<file path="src/verilog/pll_synth_regs.vh">
`ifndef PLL_SYNTH_REGS_VH
`define PLL_SYNTH_REGS_VH

////////////////////////////////////////////////////////////////////////
// Register byte offsets
`define ADDR_DIVIDE_RATIO 8'h00
`define ADDR_CONFIG 8'h04
`define ADDR_STATUS 8'h08
`define ADDR_PORT_DATA 8'h0c

////////////////////////////////////////////////////////////////////////
// Config field positions
`define CFG_PRESCALER_ON 0
`define CFG_REF_RATIO_LSB 1
`define CFG_REF_RATIO_MSB 4
`define CFG_REF_OUT_ON 5
`define CFG_OUT_SELECT 6
`define CFG_TEST_SEL_LSB 7
`define CFG_TEST_SEL_MSB 9
`define CFG_EXT_REF_SEL 10
`define CFG_WIDTH 11

// Test function select bits
`define TEST_VARACTOR_OFF 0
`define TEST_PUMP_OFF 1
`define TEST_FPD_TO_PORT 2

// Status field positions
`define STAT_RATIO_LOW 0
`define STAT_REF_CODE_BAD 1
`define STAT_PUMP_UP 2
`define STAT_PUMP_DOWN 3
`define STAT_TEST_MODE 4
`define STAT_FPD_HALF 5

////////////////////////////////////////////////////////////////////////
// Reset values and limits
`define RATIO_RESET 17'h000f0
`define CONFIG_RESET 11'h066
`define PORT_RESET 4'h0
`define RATIO_MIN 17'h000f0
`define REF_CODE_FORBIDDEN 4'h8
`define DM_LOW_TOP 5'h0f
`define DM_HIGH_TOP 5'h10

`endif

</file>
<file path="src/verilog/dummy_unused_marker.v">
`timescale 1ns/1ps

</file>
<file path="src/verilog/pll_synth_divider_core.v">
// Notes on behaviour
// - RF divider is 16*M+A, 16/17 stage, 4-bit A, 13-bit M.
// - Prescaler off: overall ratios 240 to 131071.
// - Prescaler on: halving stage first, ratios 480 to 262142.
// - Prescaler off: RF edges go straight into the divider.
// - Reference divider gives comparison rate, fifteen ratios.
// - Reference comes from crystal oscillator or external source.
// - Phase/frequency compare of divider against comparison; pulses drive pump.
// - Test function can switch varactor drive off.
// - Test function can put charge pump output in high impedance.
// - Test function routes halved divider output onto switch port zero.
// - Prescaler enable bit one selects halving, zero bypasses it.
// - Test mode when ref output off and select on; three bits choose.
// - Ratio codes: below 1000 give 2..256, 1000 forbidden, above give 6..384.
//
// Decided for this implementation: the register offsets and the Wishbone register port.
`timescale 1ns/1ps
module pll_synth_divider_core (
    // Clock and reset
    input wire sys_clk_in,
    input wire rstn_in,
    // Wishbone slave
    input wire wb_cyc_in,
    input wire wb_stb_in,
    input wire wb_we_in,
    input wire [7:0] wb_adr_in,
    input wire [3:0] wb_sel_in,
    input wire [31:0] wb_dat_in,
    output reg [31:0] wb_dat_out,
    output reg wb_ack_out,
    // Asynchronous clock pins
    input wire rf_in,
    input wire xtal_osc_in,
    input wire ext_ref_in,
    // Charge pump pin, three-state
    output reg pump_up_out,
    output reg pump_down_out,
    output reg pump_oe_out,
    // Loop amplifier and outputs
    output reg varactor_drive_on_out,
    output reg ref_comp_out,
    output reg [3:0] switch_port_out
);
`include "pll_synth_regs.vh"

////////////////////////////////////////////////////////////////////////
// Helpers

function [31:0] merge_bytes;
    input [31:0] old_val;
    input [31:0] new_val;
    input [3:0] sel;
    integer i;
    begin
        merge_bytes = old_val;
        for (i = 0; i < 4; i = i + 1) begin
            if (sel[i]) begin
                merge_bytes[i*8 +: 8] = new_val[i*8 +: 8];
            end
        end
    end
endfunction

function [8:0] ref_ratio;
    input [3:0] code;
    begin
        case (code)
            4'h0: ref_ratio = 9'h002;
            4'h1: ref_ratio = 9'h004;
            4'h2: ref_ratio = 9'h008;
            4'h3: ref_ratio = 9'h010;
            4'h4: ref_ratio = 9'h020;
            4'h5: ref_ratio = 9'h040;
            4'h6: ref_ratio = 9'h080;
            4'h7: ref_ratio = 9'h100;
            4'h9: ref_ratio = 9'h006;
            4'ha: ref_ratio = 9'h00c;
            4'hb: ref_ratio = 9'h018;
            4'hc: ref_ratio = 9'h030;
            4'hd: ref_ratio = 9'h060;
            4'he: ref_ratio = 9'h0c0;
            4'hf: ref_ratio = 9'h180;
            default: ref_ratio = 9'h000;
        endcase
    end
endfunction

////////////////////////////////////////////////////////////////////////
// Registers

reg [16:0] ratio_reg;
reg [`CFG_WIDTH-1:0] config_reg;
reg [3:0] port_data_reg;
wire [31:0] ratio_merged;
wire [31:0] config_merged;
wire [31:0] port_merged;
wire bus_req;
wire prescaler_on_bit;
wire [3:0] ref_ratio_select;
wire ref_out_on_bit;
wire out_select_bit;
wire [2:0] test_function_select;
wire ext_ref_select;
wire test_mode;
wire ratio_low;
wire ref_code_bad;
reg [31:0] read_mux;

assign bus_req = wb_cyc_in & wb_stb_in;
assign ratio_merged = merge_bytes({15'h0000, ratio_reg}, wb_dat_in, wb_sel_in);
assign config_merged = merge_bytes({21'h000000, config_reg}, wb_dat_in, wb_sel_in);
assign port_merged = merge_bytes({28'h0000000, port_data_reg}, wb_dat_in, wb_sel_in);

assign prescaler_on_bit = config_reg[`CFG_PRESCALER_ON];
assign ref_ratio_select = config_reg[`CFG_REF_RATIO_MSB:`CFG_REF_RATIO_LSB];
assign ref_out_on_bit = config_reg[`CFG_REF_OUT_ON];
assign out_select_bit = config_reg[`CFG_OUT_SELECT];
assign test_function_select = config_reg[`CFG_TEST_SEL_MSB:`CFG_TEST_SEL_LSB];
assign ext_ref_select = config_reg[`CFG_EXT_REF_SEL];

// Test functions only act with the reference output off
assign test_mode = ~ref_out_on_bit & out_select_bit;

// Below 240 the A count can outrun M, so the ratio is not 16*M+A
assign ratio_low = (ratio_reg < `RATIO_MIN);
assign ref_code_bad = (ref_ratio_select == `REF_CODE_FORBIDDEN);

// Bus writes land at the edge where the master sees ack
always @(posedge sys_clk_in) begin
    if (!rstn_in) begin
        ratio_reg <= `RATIO_RESET;
        config_reg <= `CONFIG_RESET;
        port_data_reg <= `PORT_RESET;
    end else if (bus_req & wb_ack_out & wb_we_in) begin
        case (wb_adr_in)
            `ADDR_DIVIDE_RATIO: begin
                ratio_reg <= ratio_merged[16:0];
            end
            `ADDR_CONFIG: begin
                config_reg <= config_merged[`CFG_WIDTH-1:0];
            end
            `ADDR_PORT_DATA: begin
                port_data_reg <= port_merged[3:0];
            end
            default: begin
                port_data_reg <= port_data_reg;
            end
        endcase
    end
end

////////////////////////////////////////////////////////////////////////
// Pin synchronisers

reg [2:0] rf_sync_reg;
reg [2:0] xtal_sync_reg;
reg [2:0] ext_sync_reg;
wire rf_edge;
wire ref_edge;
wire ref_level;

// Stage 0 feeds stage 1 only; edges compare stages 1 and 2
always @(posedge sys_clk_in) begin
    if (!rstn_in) begin
        rf_sync_reg <= 3'h0;
        xtal_sync_reg <= 3'h0;
        ext_sync_reg <= 3'h0;
    end else begin
        rf_sync_reg <= {rf_sync_reg[1:0], rf_in};
        xtal_sync_reg <= {xtal_sync_reg[1:0], xtal_osc_in};
        ext_sync_reg <= {ext_sync_reg[1:0], ext_ref_in};
    end
end

assign rf_edge = rf_sync_reg[1] & ~rf_sync_reg[2];
// Pins sampled at 25 MHz, so edges above half that rate are lost
assign ref_edge = ext_ref_select ? (ext_sync_reg[1] & ~ext_sync_reg[2]) :
                  (xtal_sync_reg[1] & ~xtal_sync_reg[2]);
assign ref_level = ext_ref_select ? ext_sync_reg[2] : xtal_sync_reg[2];

////////////////////////////////////////////////////////////////////////
// RF path: optional halving stage ahead of the programmable divider

reg halve_reg;
reg div_en_reg;
reg fpd_half_reg;
wire div_pulse;

always @(posedge sys_clk_in) begin
    if (!rstn_in) begin
        halve_reg <= 1'b0;
        div_en_reg <= 1'b0;
    end else begin
        div_en_reg <= 1'b0;
        if (rf_edge) begin
            if (prescaler_on_bit) begin
                halve_reg <= ~halve_reg;
                div_en_reg <= halve_reg;
            end else begin
                halve_reg <= 1'b0;
                div_en_reg <= 1'b1;
            end
        end
    end
end

dual_modulus_divider rf_divider (
    .sys_clk_in(sys_clk_in),
    .rstn_in(rstn_in),
    .count_en_in(div_en_reg),
    .ratio_in(ratio_reg),
    .div_pulse_out(div_pulse)
);

always @(posedge sys_clk_in) begin
    if (!rstn_in) begin
        fpd_half_reg <= 1'b0;
    end else if (div_pulse) begin
        fpd_half_reg <= ~fpd_half_reg;
    end
end

////////////////////////////////////////////////////////////////////////
// Reference divider

reg [8:0] ref_cnt_reg;
reg comp_pulse_reg;
reg comp_half_reg;
wire [8:0] ref_top;

assign ref_top = ref_ratio(ref_ratio_select) - 9'h001;

// Forbidden code stops the comparison clock rather than guessing a ratio
always @(posedge sys_clk_in) begin
    if (!rstn_in) begin
        ref_cnt_reg <= 9'h000;
        comp_pulse_reg <= 1'b0;
        comp_half_reg <= 1'b0;
    end else begin
        comp_pulse_reg <= 1'b0;
        if (ref_code_bad) begin
            ref_cnt_reg <= 9'h000;
        end else if (ref_edge) begin
            if (ref_cnt_reg >= ref_top) begin
                ref_cnt_reg <= 9'h000;
                comp_pulse_reg <= 1'b1;
                comp_half_reg <= ~comp_half_reg;
            end else begin
                ref_cnt_reg <= ref_cnt_reg + 9'h001;
            end
        end
    end
end

////////////////////////////////////////////////////////////////////////
// Phase/frequency comparator and charge pump

localparam PFD_IDLE = 3'b001;
localparam PFD_UP = 3'b010;
localparam PFD_DOWN = 3'b100;

reg [2:0] pfd_state_reg;
reg [2:0] pfd_state_next;

always @* begin
    pfd_state_next = pfd_state_reg;
    case (pfd_state_reg)
        PFD_IDLE: begin
            if (comp_pulse_reg & ~div_pulse) begin
                pfd_state_next = PFD_UP;
            end else if (div_pulse & ~comp_pulse_reg) begin
                pfd_state_next = PFD_DOWN;
            end
        end
        PFD_UP: begin
            if (div_pulse) begin
                pfd_state_next = PFD_IDLE;
            end
        end
        PFD_DOWN: begin
            if (comp_pulse_reg) begin
                pfd_state_next = PFD_IDLE;
            end
        end
        default: begin
            pfd_state_next = PFD_IDLE;
        end
    endcase
end

always @(posedge sys_clk_in) begin
    if (!rstn_in) begin
        pfd_state_reg <= PFD_IDLE;
    end else begin
        pfd_state_reg <= pfd_state_next;
    end
end

////////////////////////////////////////////////////////////////////////
// Output pins

wire pump_off;
wire varactor_off;
wire fpd_to_port;

assign pump_off = test_mode & test_function_select[`TEST_PUMP_OFF];
assign varactor_off = test_mode & test_function_select[`TEST_VARACTOR_OFF];
assign fpd_to_port = test_mode & test_function_select[`TEST_FPD_TO_PORT];

always @(posedge sys_clk_in) begin
    if (!rstn_in) begin
        pump_up_out <= 1'b0;
        pump_down_out <= 1'b0;
        pump_oe_out <= 1'b0;
        varactor_drive_on_out <= 1'b0;
        ref_comp_out <= 1'b1;
        switch_port_out <= `PORT_RESET;
    end else begin
        pump_up_out <= ~pump_off & (pfd_state_next == PFD_UP);
        pump_down_out <= ~pump_off & (pfd_state_next == PFD_DOWN);
        pump_oe_out <= ~pump_off;
        varactor_drive_on_out <= ~varactor_off;
        // Disabled output idles high; software turns it off when unused
        if (!ref_out_on_bit) begin
            ref_comp_out <= 1'b1;
        end else if (out_select_bit) begin
            ref_comp_out <= comp_half_reg;
        end else begin
            ref_comp_out <= ref_level;
        end
        // Port data stays stored while port zero carries the test signal
        switch_port_out <= {port_data_reg[3:1], fpd_to_port ? fpd_half_reg : port_data_reg[0]};
    end
end

////////////////////////////////////////////////////////////////////////
// Bus answer

always @* begin
    read_mux = 32'h00000000;
    case (wb_adr_in)
        `ADDR_DIVIDE_RATIO: begin
            read_mux = {15'h0000, ratio_reg};
        end
        `ADDR_CONFIG: begin
            read_mux = {21'h000000, config_reg};
        end
        `ADDR_PORT_DATA: begin
            read_mux = {28'h0000000, port_data_reg};
        end
        `ADDR_STATUS: begin
            read_mux[`STAT_RATIO_LOW] = ratio_low;
            read_mux[`STAT_REF_CODE_BAD] = ref_code_bad;
            read_mux[`STAT_PUMP_UP] = (pfd_state_reg == PFD_UP);
            read_mux[`STAT_PUMP_DOWN] = (pfd_state_reg == PFD_DOWN);
            read_mux[`STAT_TEST_MODE] = test_mode;
            read_mux[`STAT_FPD_HALF] = fpd_half_reg;
        end
        default: begin
            read_mux = 32'h00000000;
        end
    endcase
end

// One wait state; unmapped addresses answer with zero data
always @(posedge sys_clk_in) begin
    if (!rstn_in) begin
        wb_ack_out <= 1'b0;
        wb_dat_out <= 32'h00000000;
    end else begin
        wb_ack_out <= bus_req & ~wb_ack_out;
        if (bus_req & ~wb_ack_out) begin
            wb_dat_out <= read_mux;
        end
    end
end

endmodule

</file>
<file path="src/verilog/dual_modulus_divider.v">
`timescale 1ns/1ps
module dual_modulus_divider (
    // Clock and reset
    input wire sys_clk_in,
    input wire rstn_in,
    // Input edges and ratio
    input wire count_en_in,
    input wire [16:0] ratio_in,
    // Divided output
    output reg div_pulse_out
);
`include "pll_synth_regs.vh"

reg [4:0] pre_cnt_reg;
reg [3:0] a_cnt_reg;
reg [12:0] m_cnt_reg;
wire dual_top;

// Modulus 17 while A remains, 16 afterwards
assign dual_top = (a_cnt_reg != 4'h0) ? (pre_cnt_reg == `DM_HIGH_TOP) : (pre_cnt_reg == `DM_LOW_TOP);

always @(posedge sys_clk_in) begin
    if (!rstn_in) begin
        pre_cnt_reg <= 5'h00;
        a_cnt_reg <= 4'h0;
        m_cnt_reg <= 13'h0000;
        div_pulse_out <= 1'b0;
    end else begin
        div_pulse_out <= 1'b0;
        if (count_en_in) begin
            if (dual_top) begin
                pre_cnt_reg <= 5'h00;
                // Ratio only reloads at a period end, so a change never tears a cycle
                if (m_cnt_reg <= 13'h0001) begin
                    m_cnt_reg <= ratio_in[16:4];
                    a_cnt_reg <= ratio_in[3:0];
                    div_pulse_out <= 1'b1;
                end else begin
                    m_cnt_reg <= m_cnt_reg - 13'h0001;
                    if (a_cnt_reg != 4'h0) begin
                        a_cnt_reg <= a_cnt_reg - 4'h1;
                    end
                end
            end else begin
                pre_cnt_reg <= pre_cnt_reg + 5'h01;
            end
        end
    end
end

endmodule

</file>
<file path="config.mk">
export PLATFORM = sky130hd
export DESIGN_NAME = pll_synth_divider_core
export DESIGN_NICKNAME = d
export VERILOG_FILES = /design/src/verilog/dummy_unused_marker.v /design/src/verilog/pll_synth_divider_core.v /design/src/verilog/dual_modulus_divider.v
export VERILOG_INCLUDE_DIRS = /design/src /design/src/verilog
export SDC_FILE = /design/constraint.sdc
export NUM_CORES = 1
export LEC_CHECK = 0
export ABC_CLOCK_PERIOD_IN_PS = 3200
export BUFFER_PORTS_ARGS = -buffer_cell sky130_fd_sc_hd__buf_2
export CAP_MARGIN = 40
export CORE_MARGIN = 3
export CORE_UTILIZATION = 35
export CTS_BUF_LIST = sky130_fd_sc_hd__clkbuf_4 sky130_fd_sc_hd__clkbuf_8 sky130_fd_sc_hd__clkbuf_16
export DETAILED_ROUTE_END_ITERATION = 16
export GPL_TIMING_DRIVEN = 0
export PLACE_DENSITY_LB_ADDON = 0.15
export RECOVER_POWER = 100
export SETUP_SLACK_MARGIN = 0.5
export SYNTH_ARGS = -nofsm -noshare
export SYNTH_HDL_FRONTEND = slang
export SYNTH_HIERARCHICAL = 1
export SYNTH_SLANG_ARGS = --single-unit
</file>
<file path="constraint.sdc">
create_clock -name sys_clk_in -period 3.2 [get_ports sys_clk_in]
set_clock_uncertainty 0.2 [all_clocks]
set_input_delay 0.16 -clock sys_clk_in [delete_from_list [all_inputs] [get_ports sys_clk_in]]
set_output_delay 0.16 -clock sys_clk_in [all_outputs]
set_load 0.01 [all_outputs]
</file>
==> summary.txt <==
STA
  – Final hold slack: approximately 4.2 ps
  – TNS Setup: 0 ps
  – Final Critical Period: between 2000 and 3000 ps
  – Slew of the pin with the lowest slew margin: 837 ps
  – Final Hold Viols: 0
  – F_max: between 300 and 400 MHz
  – Setup violators final: 0
  – Final Max Tran Viols: 0
  – Crit share post-route: 86.5%
  – Max-slew headroom: around 44%
  – RSZ-0062 raised after global routing: true

Clock network
  – Clock sinks: 116
  – CTS max path bufs: 2
  – Inserted Clock Buffers: 17
  – Worst-path clk slew: 50 ps
  – Worst skew pair latency: between 400 and 500 ps
  – Clock Tree Root: clkbuf_16
  – CTS H-tree lvls: 4
  – CTS tree: built

Route
  – Antenna Nets Post-Route: 0
  – Vias per cell: 5.04
  – Routed wire per std cell: 15.5 um
  – DRT Pass-1 Iters: 5
  – Drt drc: 0
  – Final WL: 15.1 mm
  – Via count: 4896
  – Iter 0 DRT Violations: about 190

Yosys
  – Multiplexer area fraction after synthesis: between 10% and 20%
  – Synth Area in Compound Gates: between 10% and 20%
  – Synth cell types: 74
  – Post-Synth Simple-Gate Area: 24.3%
  – Sequential share of the synthesized area: 41.7%
  – Post-Syn Instances: roughly 630
  – Async SR Flop Fraction: 0%
  – Mapped cell area: 0.00557 mm^2
  – Post-Synth XOR/XNOR Area: 1.73%
  – Yosys warns: 6
  – Largest family of logic cells by synthesized area: simple AND/OR/NAND/NOR gates
  – Ys flop type: dfxtp_1
  – Synth Area in Adders: between 4 and 5%
  – Synthesized area per cell: 8.89 um^2
  – #FFs+latches synth: between 100 and 150
  – Post-synth EDFFs: 0

Flow run
  – Max Cap Viol: 0

Critical path
  – Crit path DAT: 2860 ps
  – CP required: between 3000 and 4000 ps
  – Max FO, Critical Path: 10
  – Setup crit end kind: flip-flop
  – CP Cell Sequence: dlygate4sd3_1 -> buf_2 -> or4_1 -> and4bb_1 -> buf_6 -> mux2i_1 -> mux2i_1 -> nor2_1
  – Critical path class: input pin to flip-flop
  – Slowest library cell on the worst path: mux2i_1
  – Setup crit start kind: input pin
  – Cell repeated most along the worst path: mux2i_1
  – CP max stage delay: 650 ps

GRT
  – Initial antenna violation count: 0
  – Grt ovf: 0
  – Global-route wire length before repair: 24.2 mm
  – Largest net degree at the start of global routing: 17
  – Overall Global Routing Usage: 17.2%
  – Vias in the first global route: 4739

Placement
  – Placed Area: 0.00619 mm^2
  – PortBufs: 61
  – Routability Congestion: 0.849
  – DP HPWL: 10.8 mm

Power
  – LEAKAGE: 2.69 nW
  – Power per cell area: around 530 mW/mm^2
  – VDD IR-drop max: 285 uV

Cells and area
  – Final core occ: between 40 and 50%
  – Antenna diode count: 0
  – Commonest cells after routing, fill and taps aside: dfxtp_1 (116), nor2_1 (77), nand2_1 (63)
  – Nets: 819
  – Layout overhead on the synthesized area: 26.9%
  – Commonest non-fill, non-tap cell in the layout: dfxtp_1
  – Filler cells: 1495
  – Layout cells sized above 1: 14.2%
  – Design area: approximately 0.0071 mm^2

Status
  – Status: finished clean

Floorplan
  – # IOs: 94
  – Die Wd: around 130 um
  – Effective utilization at floorplan: a little over a third
  – Die area: 0.0175 mm^2
  – Core Region: 0.0154 mm^2
  – Die height: 132 um
  – Site row count: 45

Min path
  – Hold Crit Class: input pin to flip-flop
-- area by class of cell --
cell class,count,area [um^2],area share (%)
multi-input combinational,467,2990,42.4
sequential,116,2320,32.9
timing repair buffer,90,552,7.81
clock buffer,21,474,6.72
tap,211,264,3.74
buffer,41,221,3.14
clock inverter,9,176,2.50
inverter,16,60.1,0.850
-- metal layers --
layer  track usage (%)  vias up  routed length (um)
met5                 0        -                   0
li1                  -     2435                   -
met2              27.6      133                7170
met3              4.35       26                 611
met4              6.88        0                 318
met1              22.0     2302                6970
-- critical path, delay by kind of cell --
kind | cells | cell delay [ps]
muxes | 2 | 980
buffers and inverters | 3 | 830
and+or+nand+nor | 3 | 890
-- repair_timing --
| action | in CTS | in global routing |
|---|---|---|
| pin swaps | 0 | 1 |
| resized for setup | 3 | 9 |
| endpoints found under the setup margin | 9 | 16 |
| hold buffers | 27 | 0 |
| hold endpoints to repair | 40 | 0 |
| buffers inserted | 0 | 2 |
-- cells in the mapped netlist, types with 5 or more instances --
cell type  number  area (um^2)
dfxtp_1       116         2320
nor2_1         77          289
nand2_1        62          233
mux2i_1        46          460
a21oi_1        41          205
nand3_1        31          155
ha_1           18          225
buf_4          17          128
o21ai_0        17         85.1
and2_1         14         87.6
clkbuf_1       14         52.6
inv_1          14         52.6
nor3_1         12         60.1
nor2b_1        10         62.6
a22oi_1         7         52.6
mux2_2          7         78.8
nand4_1         7         43.8
xnor2_1         7         61.3
a211oi_1        6         45.0
nand2b_1        6         37.5
nor4_1          5         31.3
o32ai_1         5         43.8
-- logic make-up (layout without fill, tap and decap cells) --
kind of cell	count (synthesis)	in the layout
mux	56	56
flops	116	116
buf+inv	57	177
fa+ha+maj	18	18
simple gates	262	262
compound gates	105	105
xor+xnor	11	11
other cells	1	15
-- per-stage QoR --
stage | power (W) | setup slack [ps] | std cells
final | 0.00372 | 431 | 971
after global routing | 0.00383 | 252 | 971
after CTS | 0.00375 | 497 | 969
after detailed placement | 0.00163 | 279 | 912
after global placement | 0.00162 | 273 | 912
after floorplan | 0.00157 | 666 | 640
-- final timing paths --
path	start	endpoint	slack, ps	cells after the start
worst max-delay path	wb_adr_in[0]	flip-flop	430	8
worst min-delay path	wb_stb_in	wb_dat_out[11]	4	5
worst max register to register	rf_divider/a_cnt_reg[0]	rf_divider/pre_cnt_reg[2]	480	8
worst min register to register	rf_sync_reg[0]	rf_sync_reg[1]	230	1
-- power breakdown --
part           internal (W)  total (W)  switching [W]
combinational     0.0000690   0.000156      0.0000875
sequential          0.00146    0.00146     0.00000616
clock               0.00144    0.00210       0.000657
total               0.00297    0.00372       0.000751
Note: power is estimated with default switching activity, not from simulation.
